## src/pkg/osc_defines.svh

```systemverilog
// timing counts and encodings for the oversampling conversion control
`ifndef OSC_DEFINES_SVH
`define OSC_DEFINES_SVH
`define OSC_NUM_CH          8
`define OSC_DATA_W          14
`define OSC_SEL_W           3
`define OSC_SEL_RESET       3'h0
`define OSC_CONV_NS         1000
`define OSC_CLK_NS          50
`define OSC_CONV_CYCLES     ((`OSC_CONV_NS + `OSC_CLK_NS - 1) / `OSC_CLK_NS)
`define OSC_SEL_MAX_RATIO   3'h6
`endif

```

## src/pkg/osc_pkg.sv

```systemverilog
// types for the oversampling conversion control
package osc_pkg;
    typedef enum logic [1:0] {
        OSC_IDLE,
        OSC_REQ,
        OSC_WAIT,
        OSC_DONE
    } osc_state_t;
endpackage : osc_pkg

```

## src/rtl/osc_avg.sv

```systemverilog
// per-channel accumulator that averages a power-of-two number of samples
`timescale 1ns/1ps
module osc_avg #(
    parameter int DATA_W = 14,
    parameter int SEL_W  = 3
) (
    // clock and reset
    input  wire logic              clk,
    input  wire logic              rst,
    // control
    input  wire logic              clear,
    input  wire logic              add,
    input  wire logic [SEL_W-1:0]  shift,
    // sample and result
    input  wire logic signed [DATA_W-1:0] sample,
    output logic signed [DATA_W-1:0]      mean
);
    localparam int ACC_W = DATA_W + 7;
    logic signed [ACC_W-1:0] acc;
    logic signed [ACC_W-1:0] next_acc;
    logic signed [ACC_W-1:0] sum;

    // accumulate samples, mean is the sum shifted by log2 ratio
    always_comb begin
        sum      = acc + ACC_W'(sample);
        next_acc = acc;
        if (clear) begin
            next_acc = '0;
        end else if (add) begin
            next_acc = sum;
        end
        mean = DATA_W'(acc >>> shift);
    end

    // accumulator register
    always_ff @(posedge clk or posedge rst) begin
        if (rst) begin
            acc <= '0;
        end else begin
            acc <= next_acc;
        end
    end
endmodule : osc_avg

```

## src/rtl/osc_ctrl.sv

```systemverilog
// conversion sequencing with oversampling and averaging filter
// Functional notes
// - ratio select pins latched when busy falls, used by the next conversion.
// - busy high time grows with the selected oversampling ratio.
// - reads during busy return the previously completed results.
// - output data registers load new results as busy falls.
// - in oversampling modes results pass through the averaging filter.
`timescale 1ns/1ps
`include "osc_defines.svh"
module osc_ctrl #(
    parameter int NUM_CH      = `OSC_NUM_CH,
    parameter int DATA_W      = `OSC_DATA_W,
    parameter int SEL_W       = `OSC_SEL_W,
    parameter int CONV_CYCLES = `OSC_CONV_CYCLES
) (
    // clock and reset
    input  wire logic                     clk,
    input  wire logic                     rst,
    // host conversion control
    input  wire logic                     convert_start_group_a,
    input  wire logic                     convert_start_group_b,
    input  wire logic [SEL_W-1:0]         ratio_select_pins,
    // converter core sample handshake
    output logic                          sample_req,
    input  wire logic                     sample_valid,
    input  wire logic [NUM_CH*DATA_W-1:0] sample_data,
    // status and results
    output logic                          busy,
    output logic [SEL_W-1:0]              oversampling_ratio,
    output logic [NUM_CH*DATA_W-1:0]      result_data
);
    // hazards and limits
    // - result_data and oversampling_ratio move only in the cycle busy falls,
    //   so a host read anywhere inside the busy period sees the previous set
    // - a start edge seen while busy is dropped, not queued
    // - codes above the largest ratio fall back to a single sample set
    // - sample_req stands until sample_valid is seen, then drops for the wait
    // - the wait after each sample set is fixed; a slow core only stretches busy

    localparam int CNT_W = $clog2(CONV_CYCLES + 1) + 1;
    localparam logic [CNT_W-1:0] CONV_LAST = CNT_W'(CONV_CYCLES - 1);

    // start detection
    logic                     start;
    logic                     start_prev;
    logic                     next_start_prev;
    logic                     start_rise;
    // sequencer and counters
    osc_pkg::osc_state_t      state;
    osc_pkg::osc_state_t      next_state;
    logic [CNT_W-1:0]         cnt;
    logic [CNT_W-1:0]         next_cnt;
    logic [7:0]               left;
    logic [7:0]               next_left;
    logic                     next_req;
    logic                     wait_end;
    logic                     last_set;
    // averaging filter control
    logic [SEL_W-1:0]         eff_sel;
    logic                     acc_clear;
    logic                     acc_add;
    logic [NUM_CH*DATA_W-1:0] mean_all;
    // status and results
    logic                     finish;
    logic                     next_busy;
    logic [SEL_W-1:0]         next_ratio;
    logic [NUM_CH*DATA_W-1:0] next_result;

    // both start inputs must be high together
    assign start = convert_start_group_a & convert_start_group_b;
    // only an idle sequencer takes a fresh rising edge; held or repeated starts are ignored
    assign start_rise = start & ~start_prev & (state == osc_pkg::OSC_IDLE);
    // ratio codes above the largest valid one act as no oversampling
    assign eff_sel = (oversampling_ratio > `OSC_SEL_MAX_RATIO) ? `OSC_SEL_RESET : oversampling_ratio;
    // accumulators restart in idle
    assign acc_clear = (state == osc_pkg::OSC_IDLE);
    // sample set taken in the cycle the core shows it; the core need not hold it afterwards
    assign acc_add = (state == osc_pkg::OSC_REQ) & sample_valid;
    // end of the fixed wait after a sample set
    assign wait_end = (state == osc_pkg::OSC_WAIT) & (cnt == CONV_LAST);
    // the set just waited for was the last of this busy period
    assign last_set = (left == 8'h01);
    // last cycle of the busy period
    assign finish = (state == osc_pkg::OSC_DONE);

    // one averaging filter per channel
    // each keeps a running sum and shows the sum shifted by eff_sel as its mean
    genvar g;
    generate
        for (g = 0; g < NUM_CH; g++) begin : g_ch
            osc_avg #(
                .DATA_W (DATA_W),
                .SEL_W  (SEL_W)
            ) u_avg (
                .clk    (clk),
                .rst    (rst),
                .clear  (acc_clear),
                .add    (acc_add),
                .shift  (eff_sel),
                .sample (sample_data[g*DATA_W +: DATA_W]),
                .mean   (mean_all[g*DATA_W +: DATA_W])
            );
        end
    endgenerate

    // start edge detector next value
    always_comb begin
        next_start_prev = start;
    end

    // start edge detector register
    always_ff @(posedge clk or posedge rst) begin
        if (rst) begin
            start_prev <= 1'b0;
        end else begin
            start_prev <= next_start_prev;
        end
    end

    // sequencer: N sample sets per busy period, each followed by a fixed wait
    always_comb begin
        next_state = state;
        next_req   = 1'b0;
        unique case (state)
            osc_pkg::OSC_IDLE: begin
                if (start_rise) begin
                    next_req   = 1'b1;
                    next_state = osc_pkg::OSC_REQ;
                end
            end
            osc_pkg::OSC_REQ: begin
                if (sample_valid) begin
                    next_state = osc_pkg::OSC_WAIT;
                end else begin
                    next_req = 1'b1; // request stands until answered
                end
            end
            osc_pkg::OSC_WAIT: begin
                if (wait_end) begin
                    if (last_set) begin
                        next_state = osc_pkg::OSC_DONE;
                    end else begin
                        next_req   = 1'b1;
                        next_state = osc_pkg::OSC_REQ;
                    end
                end
            end
            osc_pkg::OSC_DONE: begin
                next_state = osc_pkg::OSC_IDLE;
            end
        endcase
    end

    // sequencer registers
    always_ff @(posedge clk or posedge rst) begin
        if (rst) begin
            state      <= osc_pkg::OSC_IDLE;
            sample_req <= 1'b0;
        end else begin
            state      <= next_state;
            sample_req <= next_req;
        end
    end

    // wait counter and sample sets still to take
    always_comb begin
        next_cnt  = cnt;
        next_left = left;
        if (start_rise) begin
            next_cnt  = '0;
            next_left = 8'(1 << eff_sel);
        end else if (state == osc_pkg::OSC_WAIT) begin
            if (wait_end) begin
                next_cnt  = '0;
                next_left = left - 8'h01;
            end else begin
                next_cnt = cnt + CNT_W'(1);
            end
        end
    end

    // counter registers
    always_ff @(posedge clk or posedge rst) begin
        if (rst) begin
            cnt  <= '0;
            left <= 8'h00;
        end else begin
            cnt  <= next_cnt;
            left <= next_left;
        end
    end

    // busy, ratio and result next values
    always_comb begin
        next_busy   = busy;
        next_ratio  = oversampling_ratio;
        next_result = result_data;
        if (start_rise) begin
            next_busy = 1'b1;
        end
        if (finish) begin
            next_busy   = 1'b0;
            next_ratio  = ratio_select_pins;
            next_result = mean_all;
        end
    end

    // status registers; result and ratio stand still while busy
    always_ff @(posedge clk or posedge rst) begin
        if (rst) begin
            busy               <= 1'b0;
            oversampling_ratio <= `OSC_SEL_RESET;
            result_data        <= '0;
        end else begin
            busy               <= next_busy;
            oversampling_ratio <= next_ratio;
            result_data        <= next_result;
        end
    end
endmodule : osc_ctrl

```

## config.mk

```make
export PLATFORM = sky130hd
export DESIGN_NAME = osc_ctrl
export DESIGN_NICKNAME = d
export VERILOG_FILES = /design/src/pkg/osc_pkg.sv /design/src/rtl/osc_avg.sv /design/src/rtl/osc_ctrl.sv
export VERILOG_INCLUDE_DIRS = /design/src /design/src/pkg
export SDC_FILE = /design/constraint.sdc
export NUM_CORES = 1
export LEC_CHECK = 0
export BUFFER_PORTS_ARGS = -buffer_cell sky130_fd_sc_hd__buf_2
export CAP_MARGIN = 10
export CORE_UTILIZATION = 55
export CTS_CLUSTER_SIZE = 12
export DETAILED_ROUTE_END_ITERATION = 10
export GPL_TIMING_DRIVEN = 0
export PLACE_DENSITY = 0.78
export SYNTH_ARGS = -nofsm -noshare
export SYNTH_HDL_FRONTEND = slang
export SYNTH_SLANG_ARGS = --single-unit
```

## constraint.sdc

```tcl
create_clock -name clk -period 8.6 [get_ports clk]
set_input_delay 0.43 -clock clk [delete_from_list [all_inputs] [get_ports clk]]
set_output_delay 0.43 -clock clk [all_outputs]
set_load 0.05 [all_outputs]
```

* After elaboration in Yosys (flattened, before gate mapping)
Cells that the tools add are included.
W data, S select, Z words.
** Word-level totals
- Register bits after elaboration :: 302
- Input bits :: 120
** Cells by class
- Add/subtract/negate cells :: 10
- $lt $le $gt $ge :: 1
- Eq/ne operators :: 8
- Shift-type cells :: 9
- Mux-type cells :: 35
- Bitwise operators :: 6
- Reduce and logical (&&, ||, !) cells :: 7
** Operators with widths (number)
- $mux W21 :: 16
- $add A21 B14 Y21 :: 8
- $sshr A21 B3 Y14 :: 8
- $mux W8 :: 3
- $mux W6 :: 3
- $eq A8 B1 Y1 const B :: 1
- $mux W2 :: 4
- $pmux W2 S4 :: 1
- $reduce_bool A2 Y1 :: 4
- $shl A1 B3 Y8 const A :: 1
- $sub A8 B1 Y8 const B :: 1
- $add A6 B1 Y6 const B :: 1
- $eq A6 B5 Y1 const B :: 1
- $mux W1 :: 6
- $ne A2 B2 Y1 const B :: 3
- $and A1 B1 Y1 :: 5
- $eq A2 B2 Y1 const B :: 2
- $gt A3 B3 Y1 const B :: 1
- $mux W3 :: 1
- $pmux W1 S3 :: 1
- $reduce_and A3 Y1 :: 1
- $eq A2 B1 Y1 const B :: 1
- $logic_not A2 Y1 :: 1
- $reduce_and A2 Y1 :: 1
- $not A1 Y1 :: 1

* Logic depth before layout (Yosys ltp)
- Depth after elaboration :: 5
- Gate-level depth with buffers :: 12
- Depth with buffers taken out :: 12

* By module
A second synthesis with hierarchy kept.
** Unflattened totals
- Cell total of the unflattened synthesis :: 2866
- Area total of the unflattened synthesis :: 25590.8 µm²
** Modules (own cells, without submodules)
- osc_avg (g_ch[4].u_avg ...) :: instances 3, cells each 325, area each 2617.5 µm², seq. area each 525.5 µm²
- osc_avg (g_ch[1].u_avg ...) :: instances 3, cells each 296, area each 2419.8 µm², seq. area each 525.5 µm²
- osc_ctrl :: instances 1, cells each 358, area each 5331.4 µm², seq. area each 3353.2 µm²
- osc_avg (g_ch[5].u_avg) :: instances 1, cells each 332, area each 2602.5 µm², seq. area each 525.5 µm²
- osc_avg (g_ch[0].u_avg) :: instances 1, cells each 313, area each 2544.9 µm², seq. area each 525.5 µm²

* Least setup slack after synthesis
Ideal clock, no wire load.
- Path kind :: input-to-reg
- Start :: in sample_data[100]
- End :: reg g_ch[7].u_avg.acc[19]
- Arrival :: 2.504 ns
- Data required time :: 8.471 ns
- Setup slack :: 5.967 ns
- Stages :: 10
- Buffers on the path :: 0
- Cells stage by stage :: ha_1 -> and3_4 -> a2111oi_4 -> o211ai_2 -> a2111oi_2 -> o31a_2 -> o21ai_1 -> a21oi_1 -> xor2_1 -> o21ai_1
** On the way
- Cells in the longest elaborated chain, start to end :: 3
** RTL lines
- start, declared :: RTL line osc_ctrl.sv:26 : input wire logic [NUM_CH*DATA_W-1:0] sample_data,
- $add A21 B14 Y21 :: RTL line osc_avg.sv:25 : sum = acc + ACC_W'(sample);
- $mux W21 :: RTL line osc_avg.sv:29 : end else if (add) begin
- $mux W21 :: RTL line osc_avg.sv:27 : if (clear) begin
- end signal, assigned :: RTL line osc_avg.sv:40 : acc <= next_acc;
- end, declared :: RTL line osc_avg.sv:19 : logic signed [ACC_W-1:0] acc;
No other way between the ends. The select of a mux whose other input is x is not followed.
A chain may end at the register's enable or synchronous reset.

* Final worst setup path
- Start :: reg state[0]
- End :: reg g_ch[3].u_avg.acc[1]
** On the way
- Cells in the longest elaborated chain, start to end :: 3
- Elaborated cells between the ends (all ways) :: 5
** RTL lines
- start, declared :: RTL line osc_ctrl.sv:49 : osc_pkg::osc_state_t state;
- start signal, assigned :: RTL line osc_ctrl.sv:157 : state <= osc_pkg::OSC_IDLE;
- start signal, assigned :: RTL line osc_ctrl.sv:160 : state <= next_state;
- $eq A2 B1 Y1 :: RTL line osc_ctrl.sv:78 : assign acc_add = (state == osc_pkg::OSC_REQ) & sample_valid;
- $and A1 B1 Y1 :: RTL line osc_ctrl.sv:78
- $reduce_bool A2 Y1 (no source line)
- end signal, assigned :: RTL line osc_avg.sv:40
- end, declared :: RTL line osc_avg.sv:19
Several ways; a longest one is shown, not always the timed one.

==> results_dict.tcl <==
set metrics [dict create \
    grt_pass1_vias 19940 \
    gr-total-overflow 0 \
    drt_iter0_drc 2049 \
    cts_buffers 35 \
    die_h_microns 200.6 \
    worstPathMaxFanout 10 \
    slew_violations 0 \
    antenna_found_initial 0 \
    synth_compound_area_share_pct 19.37 \
    critPathMaxStageDelay_ns 1.01 \
    synth_area_leaders "dfrtp_1, ha_1, mux2i_1" \
    holdCritPathClass "input port to register" \
    die_w_microns 200.6 \
    synth_top_family_by_area "compound AO/OA/AOI/OAI gates" \
    r2r_cells 8 \
    syn2layout_area_growth_pct 13.59 \
    insertion_delay_ns 0.55 \
    synth_edf_count 0 \
    grt_start_max_net_pins 129 \
    synth_cell_types 80 \
    io_pins 237 \
    drt_pass1_iterations 9 \
    setup_slack_ns 4.875 \
    path_class "register to register" \
    p_leak_nw 11.24 \
    switching_power_mw 4.423 \
    cp.buffers_inverters 5 \
    synthXorXnorAreaFrac_pct 5.127 \
    cp.arrival_ns 4.08 \
    ant_nets 0 \
    fin_util_pct 63.61 \
    worst_pin_slew_ns 1.285 \
    pwr-share-clk_pct 16.7 \
    cts_sinks 294 \
    power_frac_seq_pct 26.1 \
    cts_max_level 2 \
    cp_top_family "buffers and inverters" \
    endpoint_kind "register" \
    drc 0 \
    slew_headroom_pct 14.33 \
    worstPathCellList "clkbuf_1 > nand2b_1 > or2_2 > clkbuf_1 > clkbuf_1 > clkbuf_1 > buf_1 > o22ai_1" \
    finalHoldViolCount 0 \
    finalWorstPathRequiredPeriod_ns 3.725 \
    root_buffer "clkbuf_16" \
    placed_area_sq_mm 0.02359 \
    cts_tree "yes" \
    ctsResizeCount 0 \
    fin_crit_sh_pct 43.31 \
    dieArea_sq_mm 0.04024 \
    hold_depth 3 \
    max_freq_mhz 268.5 \
    start_util_pct 56.00 \
    synthArstFlopShare_pct 100.0 \
    crit_path_top_delay_cell "buf_1" \
    ys_seq_elements 294 \
    status "complete, no violations" \
    yosys.area_share.simple_pct 15.16 \
    path_clk_slew_ns 0.05 \
    synthCells 2462 \
    synth_top_area_share_pct 33.91 \
    numPortBuffers 236 \
    ys_seq_area_share_pct 33.91 \
    internal-power_mw 4.088 \
    final_area_sq_mm 0.02464 \
    num_vias 20610 \
    cpMostUsedCell "clkbuf_1" \
    powerDensity_mw_per_mm2 345.4 \
    cp-start-kind "register" \
    gp_congestion 0.9542 \
    hpwl_mm 53.13 \
    yosysWarnings 0 \
    p_comb_share_pct 57.2 \
    cp.depth 8 \
    grt_pass1_wl_mm 111.6 \
    synthesis.nets 2753 \
    dpl_worst_slack_ns 5.076 \
    finalSetupViolCount 0 \
    via_per_inst 6.290 \
    std_cell_rows 72 \
    vdd_drop_max_uv 306.5 \
    synth_area_per_cell_sq_um 8.812 \
    totalWireLength_mm 72.64 \
    ys.flop_type "dfrtp_1" \
    critPathRequiredTime_ns 8.95 \
    core_sq_mm 0.03874 \
    drive_above_1_share_pct 14.36 \
    yosys-mux-area-fraction_pct 12.69 \
    cap_viol_max_count 0 \
    synth-adder-area-share_pct 10.14 \
    cts_max_path_buffers 3 \
    gr-usage-all-layers_pct 35.69 \
    switching_share_pct 51.97 \
    layout.nets 3029 \
    grt_setup_unrepaired "no" \
    finalClockSkew_ns 0.01515 \
    synth_top_area_cell "dfrtp_1" \
    wl_per_cell_microns 22.17 \
    syn_area_sq_mm 0.02169 \
]
[worst paths after layout]
| path | from | endpoint | slack (ns) |
|---|---|---|---|
| worst max-delay path | state[0] | g_ch[3].u_avg.acc[1] | 4.88 |
| worst min-delay path | ratio_select_pins[0] | oversampling_ratio[0] | 0.09 |
| worst max register to register | state[0] | g_ch[3].u_avg.acc[1] | 4.88 |
| worst min register to register | result_data[27] | result_data[27] | 0.48 |
| max in group asynchronous | rst | g_ch[7].u_avg.acc[8] | 7.11 |
| min in group asynchronous | rst | result_data[23] | 0.46 |
[sequential cells by signal, summed over array words and instances (netlist names)]
signal              count
state                   2
busy                    1
oversampling_ratio      3
result_data           112
left                    8
sample_req              1
cnt                     6
g_ch.u_avg.acc        160
start_prev              1
[per-stage QoR]
step | TNS (ns) | hold WS (ns) | std cells | total power [mW]
2_1_floorplan | 0 | 0.4528 | 2462 | 5.520
3_3_place_gp | -1009.49 | 0.4585 | 3216 | 6.860
3_5_place_dp | 0 | 0.4670 | 3218 | 6.964
4_1_cts | 0 | 0.07814 | 3276 | 8.395
5_1_grt | 0 | 0.1121 | 3276 | 8.861
6_report | 0 | 0.09006 | 3277 | 8.511
[Yosys cell counts (6+ instances only)]
cell / number
inv_1: 60
a21oi_1: 113
a32o_1: 12
dfrtp_1: 294
o211ai_1: 8
a22o_1: 12
xnor2_1: 51
ha_1: 163
a211o_1: 9
or3_1: 17
a31oi_1: 105
nand4_1: 10
and3_1: 6
o21bai_1: 13
fa_1: 8
nor3_1: 16
o22ai_1: 28
a211oi_1: 12
nand2b_1: 23
buf_2: 33
mux4_2: 24
nor3b_1: 6
or2_2: 12
o31ai_1: 12
mux2i_1: 203
nor4_1: 7
o21a_1: 15
nand3_1: 21
mux2_2: 16
a21o_1: 36
buf_1: 16
o21ai_0: 224
xor2_1: 76
nor2_1: 180
nand2_1: 415
clkbuf_1: 88
o21ai_1: 14
nor2b_1: 28
[routing by layer]
layer / GRT usage [%] / vias up / part of all wire (%)
li1: - / 9402 / -
met4: 20.97 / 0 / 6.2
met3: 8.263 / 249 / 10
met5: 0 / - / 0
met2: 55.61 / 1090 / 44
met1: 45.45 / 9871 / 39
[timing repair]
action | CTS | global route
hold buffers | 1 | 0
endpoints found under the setup margin | 0 | 0
buffers inserted | 0 | 0
endpoints found under the hold margin | 58 | 0
[placed cells by master, fill, tap and decap left out, types with 13 or more instances in the layout]
cell type  Yosys  layout
mux2_2        16      16
nand3_1       21      21
a31oi_1      105     105
nand2_1      415     415
ha_1         163     163
xor2_1        76      76
o21ai_1       14      14
nor2b_1       28      28
clkbuf_1      88     102
buf_1         16      16
o21bai_1      13      13
a21oi_1      113     113
mux4_2        24      24
xnor2_1       51      51
nor2_1       180     180
o21a_1        15      15
buf_2         33     269
o22ai_1       28      28
clkbuf_16      0      37
inv_1         60      59
nand2b_1      23      23
dfrtp_1      294     294
or3_1         17      17
a21o_1        36      36
mux2i_1      203     203
nor3_1        16      16
o21ai_0      224     224
[power by group through the flow]
stage               Clock [mW]  Sequential, mW  Combinational (mW)
floorplan                    0            3.04                2.48
finish                    1.42            2.22                4.87
global route              1.48            2.26                5.12
detailed placement           0            2.22                4.74
global placement             0            2.21                4.65
CTS                       1.42            2.20                4.77
[worst reg2reg max path, stage by stage (launching register included)]
cell	delay (ns)
dfrtp_1	0.35
clkbuf_1	0.21
nand2b_1	0.19
or2_2	0.13
clkbuf_1	0.26
clkbuf_1	0.60
clkbuf_1	0.56
buf_1	1.01
o22ai_1	0.24
[cell families (layout without fill, tap and decap cells)]
logic type                 Yosys count  count (layout)
other                                0               1
xor gates and xnor gates           127             127
and+or+nand+nor                    762             762
adders and majority gates          171             171
AOI/OAI and AO/OA                  668             668
DFF                                294             294
muxes                              243             243
buffers and inverters              197             493
[cell type report]
class	instances	area, sq um
clock buffer	55	1033
timing repair buffer	239	1246
fill	3249	14090
clock inverter	2	10.01
inverter	60	232.7
multi-input combinational	1971	13560
buffer	137	555.5
tap	518	648.1
sequential	294	7357
antenna	1	2.502
(Power assumes the default switching activity.)
